<file path="src/hdl/pcrc_cfg.svh">
// constants of the programmable crc generator: offsets, field positions, counts
// assumes a 32-bit avalon-mm slave with byte addresses and 16-bit wide registers
`ifndef PCRC_CFG_SVH
`define PCRC_CFG_SVH

// ==========================================================================
// register byte offsets
`define PCRC_OFF_CONTROL   5'h00
`define PCRC_OFF_CONFIG    5'h04
`define PCRC_OFF_TERMS_LO  5'h08
`define PCRC_OFF_TERMS_HI  5'h0C
`define PCRC_OFF_DATA_LO   5'h10
`define PCRC_OFF_DATA_HI   5'h14
`define PCRC_OFF_RESULT_LO 5'h18
`define PCRC_OFF_RESULT_HI 5'h1C

// ==========================================================================
// field positions
`define PCRC_CTL_EN        15
`define PCRC_CTL_CNT_LSB   8
`define PCRC_CTL_FULL      7
`define PCRC_CTL_EMPTY     6
`define PCRC_CTL_ISEL      5
`define PCRC_CTL_GO        4
`define PCRC_CTL_DIR       3
`define PCRC_CFG_DW_LSB    8
`define PCRC_CFG_PL_LSB    0

// ==========================================================================
// counts and values
`define PCRC_DEPTH_WIDE    5'h04
`define PCRC_DEPTH_MID     5'h08
`define PCRC_DEPTH_NARROW  5'h10
`define PCRC_DW_WIDE_MIN   5'h10
`define PCRC_DW_MID_MIN    5'h08
`define PCRC_MAX_IDX       5'h1F
`define PCRC_ALL_ONES      32'hFFFFFFFF
`define PCRC_ZERO32        32'h00000000
`define PCRC_FIFO_AW       4
`define PCRC_FIFO_DEPTH    16
`define PCRC_WORD_W        32

`endif

</file>
<file path="src/hdl/pcrc_pkg.sv">
// types and helpers shared by the crc generator modules
// assumes pcrc_cfg.svh is on the include path
`include "pcrc_cfg.svh"

package pcrc_pkg;

	// ======================================================================
	// engine sequencing states
	typedef enum logic [1:0] {
		PCRC_ST_IDLE  = 2'b00,
		PCRC_ST_LOAD  = 2'b01,
		PCRC_ST_SHIFT = 2'b10,
		PCRC_ST_FLUSH = 2'b11
	} pcrc_state_e;

	// software configuration carried as one group
	typedef struct packed {
		logic       enable;
		logic       isel;
		logic       dir;
		logic [4:0] dwidth;
		logic [4:0] plen;
	} pcrc_cfg_s;

	// merge a 16-bit write into a register by byte enables
	function automatic logic [15:0] pcrc_merge16(input logic [15:0] old_v,
		input logic [15:0] new_v, input logic [1:0] be);
		logic [15:0] res;
		res = old_v;
		if (be[0]) begin
			res[7:0] = new_v[7:0];
		end
		if (be[1]) begin
			res[15:8] = new_v[15:8];
		end
		return res;
	endfunction : pcrc_merge16

endpackage : pcrc_pkg

</file>
<file path="src/hdl/pcrc_mem.sv">
// word store of the input fifo, registered read data
// assumes the caller keeps the pointers and never reads and writes out of range
`include "pcrc_cfg.svh"

module pcrc_mem (
	// clock
	input  wire logic                      clk,
	// write side
	input  wire logic                      wr_en,
	input  wire logic [`PCRC_FIFO_AW-1:0]  wr_addr,
	input  wire logic [`PCRC_WORD_W-1:0]   wr_data,
	// read side
	input  wire logic                      rd_en,
	input  wire logic [`PCRC_FIFO_AW-1:0]  rd_addr,
	output logic      [`PCRC_WORD_W-1:0]   rd_data
);
	import pcrc_pkg::*;

	logic [`PCRC_WORD_W-1:0] store_reg [`PCRC_FIFO_DEPTH];

	// ======================================================================
	// storage write
	always_ff @(posedge clk) begin
		if (wr_en) begin
			store_reg[wr_addr] <= wr_data;
		end
	end

	// read data held in a register
	always_ff @(posedge clk) begin
		if (rd_en) begin
			rd_data <= store_reg[rd_addr];
		end
	end

endmodule : pcrc_mem

</file>
<file path="src/hdl/pcrc_engine.sv">
// crc shift engine holding the result, one or two data bits per cycle
// assumes the poly input has bit zero set and plen is the order minus one
`include "pcrc_cfg.svh"

module pcrc_engine (
	// clock and reset
	input  wire logic        clk,
	input  wire logic        srst,
	input  wire logic        clear,
	// software access to the result pair
	input  wire logic        wr_lo,
	input  wire logic        wr_hi,
	input  wire logic [15:0] wr_data,
	input  wire logic [1:0]  wr_be,
	// shifting
	input  wire logic        shift_en,
	input  wire logic        two_bits,
	input  wire logic        bit_a,
	input  wire logic        bit_b,
	input  wire logic [31:0] poly,
	input  wire logic [4:0]  plen,
	// result
	output logic      [31:0] result
);
	import pcrc_pkg::*;

	logic [31:0] mask;
	logic [31:0] step1;
	logic [31:0] step2;

	// one bit of a normal crc: feedback from the top bit of the programmed order
	function automatic logic [31:0] crc_step(input logic [31:0] crc, input logic din,
		input logic [31:0] p, input logic [31:0] m, input logic [4:0] top);
		logic fb;
		fb = din ^ crc[top];
		return ((crc << 1) & m) ^ (fb ? (p & m) : `PCRC_ZERO32);
	endfunction : crc_step

	// ======================================================================
	// next values for one and two bits
	always_comb begin
		mask  = `PCRC_ALL_ONES >> (`PCRC_MAX_IDX - plen);
		step1 = crc_step(result, bit_a, poly, mask, plen);
		step2 = crc_step(step1, bit_b, poly, mask, plen);
	end

	// result register: software writes win over shifting
	always_ff @(posedge clk) begin
		if (srst || clear) begin
			result <= `PCRC_ZERO32;
		end else if (wr_lo) begin
			result[15:0] <= pcrc_merge16(result[15:0], wr_data, wr_be);
		end else if (wr_hi) begin
			result[31:16] <= pcrc_merge16(result[31:16], wr_data, wr_be);
		end else if (shift_en) begin
			result <= two_bits ? step2 : step1;
		end
	end

endmodule : pcrc_engine

</file>
<file path="src/hdl/pcrc_top.sv">
// programmable crc generator with input fifo behind an avalon-mm slave
// assumes one 25 MHz clock, synchronous reset, a master that holds requests
`include "pcrc_cfg.svh"

module pcrc_top (
	// clock and reset
	input  wire logic        clk,
	input  wire logic        srst,
	// avalon-mm slave
	input  wire logic [4:0]  avs_address,
	input  wire logic        avs_read,
	input  wire logic        avs_write,
	input  wire logic [31:0] avs_writedata,
	input  wire logic [3:0]  avs_byteenable,
	output logic      [31:0] avs_readdata,
	output logic             avs_waitrequest,
	// event output
	output logic             crc_irq
);
	import pcrc_pkg::*;

	// ======================================================================
	// declarations
	pcrc_cfg_s   cfg_reg;
	logic        go_reg;
	logic [31:1] terms_reg;
	logic [31:0] stage_reg;
	logic [31:0] stage_next;
	logic [15:0] terms_lo_next;
	logic [4:0]  count_reg;
	logic [3:0]  wptr_reg;
	logic [3:0]  rptr_reg;
	logic [4:0]  depth;
	logic        full;
	logic        empty;
	logic        hit_ctl;
	logic        hit_cfg;
	logic        hit_tlo;
	logic        hit_thi;
	logic        hit_dlo;
	logic        hit_dhi;
	logic        hit_rlo;
	logic        hit_rhi;
	logic        wr_ctl;
	logic        wr_cfg;
	logic        wr_tlo;
	logic        wr_thi;
	logic        wr_dlo;
	logic        wr_dhi;
	logic        wr_rlo;
	logic        wr_rhi;
	logic [15:0] wdata16;
	logic [1:0]  be16;
	logic        msb_lane;
	logic        push_req;
	logic        push;
	logic        pop;
	logic        rd_valid_reg;
	logic [31:0] rd_mux;
	logic [31:0] result;
	logic [31:0] mem_rdata;
	logic [31:0] width_mask;
	logic [31:0] masked;
	pcrc_state_e state_reg;
	logic [31:0] buf_reg;
	logic [5:0]  bits_left_reg;
	logic [5:0]  flush_cnt_reg;
	logic [5:0]  flush_len;
	logic        last_shift;
	logic        done_pulse;
	logic        shift_en;
	logic        bit_a;
	logic        bit_b;

	// ======================================================================
	// address decode
	always_comb begin
		hit_ctl = 1'b0;
		hit_cfg = 1'b0;
		hit_tlo = 1'b0;
		hit_thi = 1'b0;
		hit_dlo = 1'b0;
		hit_dhi = 1'b0;
		hit_rlo = 1'b0;
		hit_rhi = 1'b0;
		if (avs_address == `PCRC_OFF_CONTROL) begin
			hit_ctl = 1'b1;
		end else if (avs_address == `PCRC_OFF_CONFIG) begin
			hit_cfg = 1'b1;
		end else if (avs_address == `PCRC_OFF_TERMS_LO) begin
			hit_tlo = 1'b1;
		end else if (avs_address == `PCRC_OFF_TERMS_HI) begin
			hit_thi = 1'b1;
		end else if (avs_address == `PCRC_OFF_DATA_LO) begin
			hit_dlo = 1'b1;
		end else if (avs_address == `PCRC_OFF_DATA_HI) begin
			hit_dhi = 1'b1;
		end else if (avs_address == `PCRC_OFF_RESULT_LO) begin
			hit_rlo = 1'b1;
		end else if (avs_address == `PCRC_OFF_RESULT_HI) begin
			hit_rhi = 1'b1;
		end
	end

	// writes complete with no wait, so each strobe acts in the cycle it is seen
	assign wr_ctl  = avs_write & hit_ctl;
	assign wr_cfg  = avs_write & hit_cfg;
	assign wr_tlo  = avs_write & hit_tlo;
	assign wr_thi  = avs_write & hit_thi;
	assign wr_dlo  = avs_write & hit_dlo;
	assign wr_dhi  = avs_write & hit_dhi;
	assign wr_rlo  = avs_write & hit_rlo;
	assign wr_rhi  = avs_write & hit_rhi;
	assign wdata16 = avs_writedata[15:0];
	assign be16    = avs_byteenable[1:0];

	// ======================================================================
	// reads take one wait cycle so read data come from a register
	assign avs_waitrequest = avs_read & ~rd_valid_reg;

	always_ff @(posedge clk) begin
		if (srst) begin
			rd_valid_reg <= 1'b0;
		end else begin
			rd_valid_reg <= avs_read & ~rd_valid_reg;
		end
	end

	// read mux: data pair and unmapped offsets read zero
	always_comb begin
		rd_mux = `PCRC_ZERO32;
		if (hit_ctl) begin
			rd_mux[`PCRC_CTL_EN] = cfg_reg.enable;
			rd_mux[`PCRC_CTL_CNT_LSB +: 5] = count_reg;
			rd_mux[`PCRC_CTL_FULL] = full;
			rd_mux[`PCRC_CTL_EMPTY] = empty;
			rd_mux[`PCRC_CTL_ISEL] = cfg_reg.isel;
			rd_mux[`PCRC_CTL_GO] = go_reg;
			rd_mux[`PCRC_CTL_DIR] = cfg_reg.dir;
		end else if (hit_cfg) begin
			rd_mux[`PCRC_CFG_DW_LSB +: 5] = cfg_reg.dwidth;
			rd_mux[`PCRC_CFG_PL_LSB +: 5] = cfg_reg.plen;
		end else if (hit_tlo) begin
			rd_mux[15:1] = terms_reg[15:1];
		end else if (hit_thi) begin
			rd_mux[15:0] = terms_reg[31:16];
		end else if (hit_rlo) begin
			rd_mux[15:0] = result[15:0];
		end else if (hit_rhi) begin
			rd_mux[15:0] = result[31:16];
		end else if (hit_dlo || hit_dhi) begin
			rd_mux = `PCRC_ZERO32;
		end
	end

	always_ff @(posedge clk) begin
		if (srst) begin
			avs_readdata <= `PCRC_ZERO32;
		end else if (avs_read && !rd_valid_reg) begin
			avs_readdata <= rd_mux;
		end
	end

	// ======================================================================
	// control and configuration registers
	always_ff @(posedge clk) begin
		if (srst) begin
			cfg_reg <= '0;
		end else begin
			if (wr_ctl && be16[1]) begin
				cfg_reg.enable <= wdata16[`PCRC_CTL_EN];
			end
			if (wr_ctl && be16[0]) begin
				cfg_reg.isel <= wdata16[`PCRC_CTL_ISEL];
				cfg_reg.dir  <= wdata16[`PCRC_CTL_DIR];
			end
			if (wr_cfg && be16[1]) begin
				cfg_reg.dwidth <= wdata16[`PCRC_CFG_DW_LSB +: 5];
			end
			if (wr_cfg && be16[0]) begin
				cfg_reg.plen <= wdata16[`PCRC_CFG_PL_LSB +: 5];
			end
		end
	end

	// go bit: a software write wins over the self-clear at completion
	always_ff @(posedge clk) begin
		if (srst) begin
			go_reg <= 1'b0;
		end else if (wr_ctl && be16[0]) begin
			go_reg <= wdata16[`PCRC_CTL_GO];
		end else if (done_pulse) begin
			go_reg <= 1'b0;
		end
	end

	// polynomial term enables, bit zero not stored
	assign terms_lo_next = pcrc_merge16({terms_reg[15:1], 1'b0}, wdata16, be16);

	always_ff @(posedge clk) begin
		if (srst) begin
			terms_reg <= '0;
		end else if (wr_tlo) begin
			terms_reg[15:1] <= terms_lo_next[15:1];
		end else if (wr_thi) begin
			terms_reg[31:16] <= pcrc_merge16(terms_reg[31:16], wdata16, be16);
		end
	end

	// ======================================================================
	// input word assembly from the data pair
	always_comb begin
		stage_next = stage_reg;
		if (wr_dlo) begin
			stage_next[15:0] = pcrc_merge16(stage_reg[15:0], wdata16, be16);
		end else if (wr_dhi) begin
			stage_next[31:16] = pcrc_merge16(stage_reg[31:16], wdata16, be16);
		end
	end

	always_ff @(posedge clk) begin
		if (srst || !cfg_reg.enable) begin
			stage_reg <= `PCRC_ZERO32;
		end else begin
			stage_reg <= stage_next;
		end
	end

	// the word is pushed when the byte holding its top bit is written
	assign msb_lane = cfg_reg.dwidth[3] ? be16[1] : be16[0];
	assign push_req = (cfg_reg.dwidth[4] ? wr_dhi : wr_dlo) & msb_lane;
	assign push     = push_req & ~full & cfg_reg.enable;

	// ======================================================================
	// fifo depth, flags and pointers
	always_comb begin
		if (cfg_reg.dwidth >= `PCRC_DW_WIDE_MIN) begin
			depth = `PCRC_DEPTH_WIDE;
		end else if (cfg_reg.dwidth >= `PCRC_DW_MID_MIN) begin
			depth = `PCRC_DEPTH_MID;
		end else begin
			depth = `PCRC_DEPTH_NARROW;
		end
	end

	assign full  = (count_reg >= depth);
	assign empty = (count_reg == 5'h00);

	always_ff @(posedge clk) begin
		if (srst || !cfg_reg.enable) begin
			count_reg <= 5'h00;
			wptr_reg  <= 4'h0;
			rptr_reg  <= 4'h0;
		end else begin
			count_reg <= count_reg + {4'h0, push} - {4'h0, pop};
			if (push) begin
				wptr_reg <= wptr_reg + 4'h1;
			end
			if (pop) begin
				rptr_reg <= rptr_reg + 4'h1;
			end
		end
	end

	pcrc_mem u_mem (
		.clk     (clk),
		.wr_en   (push),
		.wr_addr (wptr_reg),
		.wr_data (stage_next),
		.rd_en   (pop),
		.rd_addr (rptr_reg),
		.rd_data (mem_rdata)
	);

	// ======================================================================
	// sequencing: fetch a word, shift it, flush at the end
	assign last_shift = (bits_left_reg <= 6'h02);
	assign pop = cfg_reg.enable & go_reg & ~empty
		& ((state_reg == PCRC_ST_IDLE)
		| ((state_reg == PCRC_ST_SHIFT) & last_shift));
	assign done_pulse = (state_reg == PCRC_ST_FLUSH) & go_reg & (flush_cnt_reg <= 6'h01);
	assign flush_len  = 6'(({1'b0, cfg_reg.plen} + 6'h01) >> 1);

	// bits above the configured width are dropped here
	assign width_mask = `PCRC_ALL_ONES >> (`PCRC_MAX_IDX - cfg_reg.dwidth);
	assign masked     = mem_rdata & width_mask;

	always_ff @(posedge clk) begin
		if (srst || !cfg_reg.enable) begin
			state_reg     <= PCRC_ST_IDLE;
			flush_cnt_reg <= 6'h00;
		end else begin
			case (state_reg)
				PCRC_ST_IDLE: begin
					if (pop) begin
						state_reg <= PCRC_ST_LOAD;
					end
				end
				PCRC_ST_LOAD: begin
					state_reg <= PCRC_ST_SHIFT;
				end
				PCRC_ST_SHIFT: begin
					if (last_shift) begin
						if (pop) begin
							state_reg <= PCRC_ST_LOAD;
						end else if (go_reg && empty) begin
							state_reg     <= PCRC_ST_FLUSH;
							flush_cnt_reg <= (flush_len == 6'h00) ? 6'h01 : flush_len;
						end else begin
							state_reg <= PCRC_ST_IDLE;
						end
					end
				end
				PCRC_ST_FLUSH: begin
					if (!go_reg || flush_cnt_reg <= 6'h01) begin
						state_reg <= PCRC_ST_IDLE;
					end else begin
						flush_cnt_reg <= flush_cnt_reg - 6'h01;
					end
				end
				default: begin
					state_reg <= PCRC_ST_IDLE;
				end
			endcase
		end
	end

	// buffer register: left aligned for msb first, right aligned for lsb first
	always_ff @(posedge clk) begin
		if (srst || !cfg_reg.enable) begin
			buf_reg       <= `PCRC_ZERO32;
			bits_left_reg <= 6'h00;
		end else if (state_reg == PCRC_ST_LOAD) begin
			buf_reg       <= cfg_reg.dir ? masked : (masked << (`PCRC_MAX_IDX - cfg_reg.dwidth));
			bits_left_reg <= {1'b0, cfg_reg.dwidth} + 6'h01;
		end else if (shift_en) begin
			buf_reg       <= cfg_reg.dir ? (buf_reg >> 2) : (buf_reg << 2);
			bits_left_reg <= last_shift ? 6'h00 : (bits_left_reg - 6'h02);
		end
	end

	assign shift_en = (state_reg == PCRC_ST_SHIFT) & (bits_left_reg != 6'h00);
	assign bit_a    = cfg_reg.dir ? buf_reg[0] : buf_reg[31];
	assign bit_b    = cfg_reg.dir ? buf_reg[1] : buf_reg[30];

	pcrc_engine u_engine (
		.clk      (clk),
		.srst     (srst),
		.clear    (~cfg_reg.enable),
		.wr_lo    (wr_rlo),
		.wr_hi    (wr_rhi),
		.wr_data  (wdata16),
		.wr_be    (be16),
		.shift_en (shift_en),
		.two_bits (bits_left_reg != 6'h01),
		.bit_a    (bit_a),
		.bit_b    (bit_b),
		.poly     ({terms_reg, 1'b1}),
		.plen     (cfg_reg.plen),
		.result   (result)
	);

	// ======================================================================
	// interrupt pulse: count one-to-zero or hardware completion
	always_ff @(posedge clk) begin
		if (srst) begin
			crc_irq <= 1'b0;
		end else begin
			crc_irq <= (pop & ~push & (count_reg == 5'h01) & ~cfg_reg.isel)
				| (done_pulse & cfg_reg.isel);
		end
	end

endmodule : pcrc_top

</file>
<file path="config.mk">
export PLATFORM = sky130hd
export DESIGN_NAME = pcrc_top
export DESIGN_NICKNAME = d
export VERILOG_FILES = /design/src/hdl/pcrc_pkg.sv /design/src/hdl/pcrc_mem.sv /design/src/hdl/pcrc_engine.sv /design/src/hdl/pcrc_top.sv
export VERILOG_INCLUDE_DIRS = /design/src /design/src/hdl
export SDC_FILE = /design/constraint.sdc
export NUM_CORES = 1
export LEC_CHECK = 0
export ABC_AREA = 1
export ABC_CLOCK_PERIOD_IN_PS = 8320
export BUFFER_PORTS_ARGS = -buffer_cell sky130_fd_sc_hd__buf_2
export CORE_MARGIN = 2
export CORE_UTILIZATION = 30
export DETAILED_ROUTE_END_ITERATION = 8
export GPL_ROUTABILITY_DRIVEN = 0
export PLACE_DENSITY = 0.47
export SLEW_MARGIN = 40
export SYNTH_ARGS = -nofsm -noshare
export SYNTH_HDL_FRONTEND = slang
export SYNTH_HIERARCHICAL = 1
export SYNTH_SLANG_ARGS = --single-unit
</file>
<file path="constraint.sdc">
create_clock -name clk -period 8.32 [get_ports clk]
set_input_delay 0 -clock clk [delete_from_list [all_inputs] [get_ports clk]]
set_output_delay 0 -clock clk [all_outputs]
set_load 0.01 [all_outputs]
</file>
==> results of run 1 <==
[cells by family (layout without fill, tap and decap cells)]
| family | count (synthesis) | after routing | synth area share [%] |
|---|---|---|---|
| other cells | 2 | 18 | 0.0197 |
| fa+ha+maj | 21 | 21 | 0.710 |
| xor+xnor | 9 | 9 | 0.207 |
| buf+inv | 964 | 1024 | 11.1 |
| compound gates | 464 | 464 | 6.62 |
| simple gates | 2511 | 2511 | 28.6 |
| flops | 730 | 730 | 52.7 |
[power by group]
group          switching, mW  internal [mW]  leakage (nW)
logic                  0.107         0.0353          10.5
registers            0.00285           3.87          6.27
clock network           1.60           2.35          1.47
total                   1.71           6.25          18.2
[layer usage]
metal / GRT usage [%] / wire length, um / vias to the layer above / part of all wire [%]
li1: - / - / 15300 / -
met1: 25.8 / 57000 / 14800 / 46
met2: 30.8 / 58200 / 838 / 47
met3: 2.18 / 5900 / 203 / 4.7
met4: 6.52 / 3960 / 0 / 3.2
met5: 0 / 0 / - / 0
[worst min-delay path, cell delays in order]
cell,delay [ps]
buf_2,280
nand4_1,190
nand3_1,70
o21ai_0,70
a21oi_1,60
[layout make-up]
cell class,instances,area share [%]
Sequential cell,730,46.6
Multi-Input combinational cell,3023,32.6
Inverter,704,6.18
Clock buffer,120,5.77
Tap cell,1650,4.80
Timing Repair Buffer,157,2.80
Clock inverter,43,1.19
[placed cells by master, fill, tap and decap left out, types with 12 or more instances in the layout]
master / instances
nand3_1: 827
o211ai_1: 12
nand4_1: 17
dlygate4sd3_1: 42
clkinv_1: 13
buf_2: 44
inv_1: 669
o21ai_0: 136
nor2_4: 24
clkbuf_1: 16
nand2_1: 1368
dfxtp_1: 180
a21oi_2: 35
nor2_2: 16
conb_1: 18
nor2_1: 214
buf_4: 69
a21oi_1: 227
clkinv_2: 17
inv_2: 26
o21ai_1: 16
clkbuf_16: 88
clkbuf_8: 16
edfxtp_1: 544
ha_1: 20
[cell usage after synthesis (8+ instances only)]
cell	number	share of area, %
buf_2	69	0.91
nand3_1	827	11
o211ai_1	12	0.24
a21oi_2	19	0.44
nor2_1	232	2.3
ha_1	20	0.66
buf_4	37	0.73
buf_6	45	1.3
xor2_1	8	0.18
edfxtp_1	544	43
buf_1	29	0.29
clkbuf_1	77	0.76
inv_2	25	0.25
dfxtp_1	186	9.8
inv_1	672	6.6
o2111ai_1	8	0.18
o21ai_0	136	1.8
nand2_1	1368	13
nor2_8	8	0.42
a31oi_1	10	0.16
a21oi_1	246	3.2
nand4_1	17	0.28
o21ai_1	16	0.21
nor2_2	16	0.26
nor3_1	10	0.13
[metrics by stage]
step / area [um2] / util, % / total power, mW
2_1_floorplan: 38100 / - / 4.02
3_3_place_gp: 39500 / 31.4 / 4.07
3_5_place_dp: 39600 / 31.5 / 4.08
4_1_cts: 43000 / 34.2 / 8.04
5_1_grt: 43000 / 34.2 / 8.20
6_report: 43000 / 34.2 / 7.96
[path summary, 6_finish.rpt]
kind | startpoint | to | slack [ps] | depth (start not counted)
min reg2reg | avs_readdata[12] | avs_readdata[12] | 460 | 2
max | cfg_reg[1] | u_engine/result[28] | 3470 | 26
min | avs_address[4] | avs_readdata[15] | 70 | 5
max reg2reg | cfg_reg[1] | u_engine/result[28] | 3470 | 26
[repair_timing]
action	in CTS	in global routing
buffers inserted	0	0
hold buffers	42	0
endpoints found under the hold margin	95	0
==> impl_metrics.prom, run 1 <==
# TYPE chip_impl_metric gauge
chip_impl_metric{name="hold_ws",unit="ps"} 66.9
chip_impl_metric{name="timing.setup.tns",unit="ps"} 0
chip_impl_metric{name="layoutNonFillerInstCount",unit=""} 6427
chip_impl_metric{name="yosys_warnings",unit=""} 6
chip_impl_metric{name="dp_cells",unit=""} 6221
chip_impl_metric{name="cts.path.max_buffers",unit=""} 3
chip_impl_metric{name="ys_seq_elements",unit=""} 730
chip_impl_metric{name="fin_crit",unit="ps"} 4850
chip_impl_metric{name="nFillCells",unit=""} 13100
chip_impl_info{name="hold_path_class",value="in2reg"} 1
chip_impl_metric{name="detail_route.first_pass.iterations",unit=""} 8
chip_impl_metric{name="cts-buffers-inserted",unit=""} 87
chip_impl_metric{name="antenna_found_initial",unit=""} 1
chip_impl_metric{name="synth.avg_cell_area",unit="um2"} 8.09
chip_impl_metric{name="die_w",unit="um"} 360
chip_impl_metric{name="dieHeight",unit="um"} 360
chip_impl_metric{name="cts_resized",unit=""} 0
chip_impl_metric{name="initial_core_util",unit="%"} 30.3
chip_impl_metric{name="areaGrowthSynthToFinish",unit="%"} 13.1
chip_impl_metric{name="grt.total_usage",unit="%"} 18.9
chip_impl_metric{name="worstPathRequired",unit="ps"} 8840
chip_impl_metric{name="cts.reportedPaths.clkPinSlew",unit="ps"} 50
chip_impl_info{name="synth-main-ff-cell",value="edfxtp_1"} 1
chip_impl_metric{name="grt_pass1_vias",unit=""} 28700
chip_impl_metric{name="timing.clock.skew",unit="ps"} 28.0
chip_impl_metric{name="synth_enable_flop_cells",unit=""} 544
chip_impl_metric{name="drt.antenna.violating_nets",unit=""} 0
chip_impl_metric{name="top_level_ports",unit=""} 79
chip_impl_metric{name="drcViolationCount",unit=""} 0
chip_impl_metric{name="total_leakage_power",unit="nW"} 18.2
chip_impl_metric{name="postSynth.asyncResetShare",unit="%"} 0
chip_impl_metric{name="crit_path_max_incr_delay",unit="ps"} 610
chip_impl_metric{name="timing.slew.headroom",unit="%"} 41.1
chip_impl_metric{name="synthDistinctLibCells",unit=""} 52
chip_impl_metric{name="critical_path_at",unit="ps"} 5370
chip_impl_metric{name="fin_crit_sh",unit="%"} 58.3
chip_impl_metric{name="worst_skew_pair_later_pin_latency",unit="ps"} 670
chip_impl_metric{name="max_cap_violations",unit=""} 0
chip_impl_metric{name="fmaxAchievable",unit="GHz"} 0.206
chip_impl_info{name="end_kind",value="flip-flop"} 1
chip_impl_metric{name="dp_hpwl",unit="um"} 74000
chip_impl_metric{name="grt_start_max_net_pins",unit=""} 169
chip_impl_metric{name="fp.coreArea",unit="mm2"} 0.126
chip_impl_metric{name="wl_per_cell",unit="um"} 19.5
chip_impl_metric{name="cts.sink_count",unit=""} 730
chip_impl_metric{name="cts_max_level",unit=""} 3
chip_impl_metric{name="inserted_diodes",unit=""} 0
chip_impl_metric{name="place.port_buffers",unit=""} 44
chip_impl_metric{name="multi_input_comb_area",unit="mm2"} 0.0140
chip_impl_metric{name="floorplan.rows",unit=""} 130
chip_impl_info{name="clk_root_buffer_cell",value="clkbuf_16"} 1
chip_impl_info{name="crit_type",value="reg2reg"} 1
chip_impl_metric{name="worst-path-buf-inv",unit=""} 2
chip_impl_metric{name="grt_first_pass_wirelength",unit="um"} 186000
chip_impl_info{name="outcome",value="complete, no violations"} 1
chip_impl_metric{name="final_nets",unit=""} 4769
chip_impl_metric{name="final_layout_size_suffix_gt1_share",unit="%"} 8.35
chip_impl_info{name="worstSetupStartpointType",value="flip-flop"} 1
chip_impl_metric{name="layout_setup_ws",unit="ps"} 3470
chip_impl_metric{name="largest_reg_flops",unit=""} 512
chip_impl_metric{name="synth.yosys.seq_area_share",unit="%"} 52.7
chip_impl_metric{name="worstPathMaxFanout",unit=""} 61
chip_impl_metric{name="detail_route.wirelength",unit="um"} 125000
chip_impl_metric{name="drt-vias-per-instance",unit=""} 4.84
chip_impl_metric{name="via_count",unit=""} 31100
chip_impl_info{name="grt_setup_unrepaired",value="no"} 1
chip_impl_metric{name="worst_ir_drop_vdd",unit="mV"} 0.136
chip_impl_metric{name="synthesis.area",unit="mm2"} 0.0380
chip_impl_metric{name="p_per_area",unit="mW/mm2"} 185
chip_impl_metric{name="globalRoute.totalOverflow",unit=""} 0
chip_impl_metric{name="drt_first_iter_violations",unit=""} 2593
chip_impl_metric{name="finalHoldViolations",unit=""} 0
chip_impl_metric{name="dieArea",unit="mm2"} 0.130
chip_impl_info{name="cts_tree",value="built"} 1
chip_impl_info{name="worst_path_max_delay_cell",value="dfxtp_2"} 1
chip_impl_info{name="critical_path.top_delay_family",value="simple AND/OR/NAND/NOR gates"} 1
chip_impl_metric{name="timing_worst_slew_pin_value",unit="ps"} 880
chip_impl_metric{name="finalMaxSlewViolations",unit=""} 0
chip_impl_metric{name="preCtsSetupSlack",unit="ps"} 3260
chip_impl_metric{name="syn-instance-count",unit=""} 4701
chip_impl_metric{name="register_area",unit="mm2"} 0.0201
chip_impl_info{name="cp_common_cell",value="nand2_1"} 1
chip_impl_metric{name="setup_viol",unit=""} 0
No activity file was read; power rests on OpenSTA's default activity.
==> run 2: changes to the inputs <==
--- a/config.mk
+++ b/config.mk
@@ -7,7 +7,7 @@
 export NUM_CORES = 1
 export LEC_CHECK = 0
 export ABC_AREA = 1
-export ABC_CLOCK_PERIOD_IN_PS = 8320
+export ABC_CLOCK_PERIOD_IN_PS = 4900
 export BUFFER_PORTS_ARGS = -buffer_cell sky130_fd_sc_hd__buf_2
 export CORE_MARGIN = 2
 export CORE_UTILIZATION = 30
==> constraint.sdc (replaced) <==
create_clock -name clk -period 4.9 [get_ports clk]
set_input_delay 0 -clock clk [delete_from_list [all_inputs] [get_ports clk]]
set_output_delay 0 -clock clk [all_outputs]
set_load 0.01 [all_outputs]
==> run 2 against run 1 <==
Non-clock buffer count up 8; total power up 68%; setup slack worse by 2900 ps; clock skew up 5.3 ps; clock-buffer cell count up 1; die area unchanged; worst hold slack better by 3.7 ps; sequential cell count unchanged; critical endpoint is now u_engine/result[20]; largest cell class unchanged.
==> impl_metrics.prom, run 2 (same netlist as run 1, synthesis figures left out) <==
# TYPE chip_impl_metric gauge
chip_impl_info{name="outcome",value="complete, no violations"} 1
chip_impl_metric{name="utilization",unit="%"} 34.3
chip_impl_info{name="worst_path_max_delay_cell",value="nor2_1"} 1
chip_impl_metric{name="drcViolationCount",unit=""} 0
chip_impl_metric{name="drt.antenna.violating_nets",unit=""} 0
chip_impl_metric{name="nFillCells",unit=""} 13000
chip_impl_metric{name="max_cap_violations",unit=""} 0
chip_impl_metric{name="layout_setup_ws",unit="ps"} 551
chip_impl_info{name="cts_tree",value="built"} 1
chip_impl_metric{name="areaGrowthSynthToFinish",unit="%"} 13.2
chip_impl_info{name="layout_common_cells",value="1368 x nand2_1, 827 x nand3_1, 670 x inv_1"} 1
chip_impl_metric{name="p_per_area",unit="mW/mm2"} 311
chip_impl_info{name="clk_root_buffer_cell",value="clkbuf_16"} 1
chip_impl_metric{name="timing.clock.skew",unit="ps"} 33.3
chip_impl_metric{name="initial_core_util",unit="%"} 30.3
chip_impl_metric{name="register_area",unit="mm2"} 0.0201
chip_impl_metric{name="antenna_found_initial",unit=""} 0
chip_impl_metric{name="inserted_diodes",unit=""} 0
chip_impl_metric{name="worst_ir_drop_vdd",unit="mV"} 0.228
chip_impl_info{name="crit_type",value="reg2reg"} 1
chip_impl_metric{name="crit_path_max_incr_delay",unit="ps"} 560
chip_impl_metric{name="finalMaxSlewViolations",unit=""} 0
chip_impl_info{name="worstSetupStartpointType",value="flip-flop"} 1
chip_impl_metric{name="drt-vias-per-instance",unit=""} 4.88
chip_impl_metric{name="final_nets",unit=""} 4777
chip_impl_metric{name="dieArea",unit="mm2"} 0.130
chip_impl_metric{name="top_level_ports",unit=""} 79
chip_impl_metric{name="worst_skew_pair_later_pin_latency",unit="ps"} 660
chip_impl_metric{name="wl_per_cell",unit="um"} 19.6
chip_impl_metric{name="cts.reportedPaths.clkPinSlew",unit="ps"} 60
chip_impl_metric{name="worstPathRequired",unit="ps"} 5420
chip_impl_metric{name="grt_first_pass_wirelength",unit="um"} 188000
chip_impl_metric{name="drt_first_iter_violations",unit=""} 2829
chip_impl_info{name="hold_path_class",value="in2reg"} 1
chip_impl_metric{name="floorplan.rows",unit=""} 130
chip_impl_metric{name="power.total",unit="mW"} 13.4
chip_impl_metric{name="dp_hpwl",unit="um"} 75700
chip_impl_metric{name="via_count",unit=""} 31400
chip_impl_info{name="end_kind",value="flip-flop"} 1
chip_impl_info{name="grt_setup_unrepaired",value="no"} 1
chip_impl_metric{name="cts.sink_count",unit=""} 730
chip_impl_metric{name="place.port_buffers",unit=""} 44
chip_impl_metric{name="detail_route.wirelength",unit="um"} 126000
chip_impl_metric{name="fmaxAchievable",unit="GHz"} 0.230
chip_impl_metric{name="fin_crit_sh",unit="%"} 88.7
chip_impl_metric{name="final_layout_size_suffix_gt1_share",unit="%"} 8.09
chip_impl_info{name="layout.cells.most_common",value="nand2_1"} 1
chip_impl_metric{name="detail_route.first_pass.iterations",unit=""} 8
chip_impl_metric{name="setup_viol",unit=""} 0
chip_impl_info{name="critical_path.top_delay_family",value="simple AND/OR/NAND/NOR gates"} 1
chip_impl_metric{name="grt_pass1_vias",unit=""} 28700
chip_impl_metric{name="largest_reg_flops",unit=""} 512
chip_impl_metric{name="worst-path-buf-inv",unit=""} 1
chip_impl_metric{name="cts_hold_buffers",unit=""} 37
chip_impl_metric{name="timing_worst_slew_pin_value",unit="ps"} 875
chip_impl_metric{name="cts-buffers-inserted",unit=""} 87
chip_impl_metric{name="die_w",unit="um"} 360
chip_impl_metric{name="cts_resized",unit=""} 0
chip_impl_metric{name="cts_max_level",unit=""} 3
chip_impl_metric{name="grt.total_usage",unit="%"} 19.0
chip_impl_metric{name="timing.slew.headroom",unit="%"} 41.3
chip_impl_metric{name="globalRoute.totalOverflow",unit=""} 0
chip_impl_metric{name="fp.coreArea",unit="mm2"} 0.126
chip_impl_metric{name="finalHoldViolations",unit=""} 0
chip_impl_metric{name="multi_input_comb_area",unit="mm2"} 0.0140
chip_impl_metric{name="total_leakage_power",unit="nW"} 18.2
chip_impl_metric{name="worstPathMaxFanout",unit=""} 61
chip_impl_metric{name="cts_setup_buffers",unit=""} 0
chip_impl_metric{name="preCtsSetupSlack",unit="ps"} 735
chip_impl_metric{name="timing.setup.tns",unit="ps"} 0
chip_impl_metric{name="dieHeight",unit="um"} 360
chip_impl_metric{name="critical_path_at",unit="ps"} 4870
chip_impl_metric{name="layoutNonFillerInstCount",unit=""} 6431
chip_impl_metric{name="cts.path.max_buffers",unit=""} 3
chip_impl_metric{name="grt_start_max_net_pins",unit=""} 134
chip_impl_metric{name="dp_cells",unit=""} 6235
chip_impl_metric{name="fin_crit",unit="ps"} 4350
run 2: cell count changes in the layout (fill, tap and decap cells not counted), sizes merged:
cell	previous run	this run
inv	703	705
dlygate4sd3	42	37
clkinvlp	3	0
clkinv	33	27
clkbuf	120	121
buf	115	128
bufinv	8	10
run 2: worst paths after layout:
path	from	endpoint	slack, ps	cells past startpoint
min	avs_address[4]	avs_readdata[15]	70	5
min reg2reg	avs_readdata[12]	avs_readdata[12]	460	2
max reg2reg	cfg_reg[1]	u_engine/result[20]	550	25
max	cfg_reg[1]	u_engine/result[20]	550	25
run 2: area by class of cell:
cell class,instances,area share [%]
repair buffers,165,3.10
flip-flops and latches,730,46.6
well taps,1650,4.79
clock inverters,38,1.16
clock buffers,121,5.51
inverters,704,6.20
multi-input cells,3023,32.6
run 2: metrics by stage:
stage | hold WS (ps) | area, um2
CTS | 26.1 | 43000
global placement | 375 | 39700
detailed placement | 374 | 39800
finish | 70.6 | 43100
floorplan | 168 | 38100
global route | 117 | 43100
run 2: power breakdown:
group          switching [mW]  total [mW]  internal [mW]
combinational           0.185       0.245         0.0597
clock                    2.65        6.58           3.92
sequential            0.00479        6.57           6.57
total                    2.84        13.4           10.5
run 2: worst reg2reg max path, stage by stage (launching register included):
cell,delay [ps]
dfxtp_1,420
nor2_1,560
nand2_1,100
o21ai_1,100
nor2_1,50
nor2_1,90
nor2_1,60
nand2_1,90
nand3_1,120
nand2_4,530
nand3_1,230
nand3_1,140
nand2_1,60
nor2_1,150
nor2_1,80
nor2_1,130
nand2_1,70
nand2_1,100
nand3_1,110
nand2_2,360
buf_12,240
nand3_1,90
nand3_1,110
nand2_1,90
nand2_1,70
a21oi_1,60
run 2: metal layers:
metal  track usage, %  wire [um]
met5                0          0
met1             26.2      57000
met3             2.60       7670
met2             30.9      58100
met4             5.87       3520
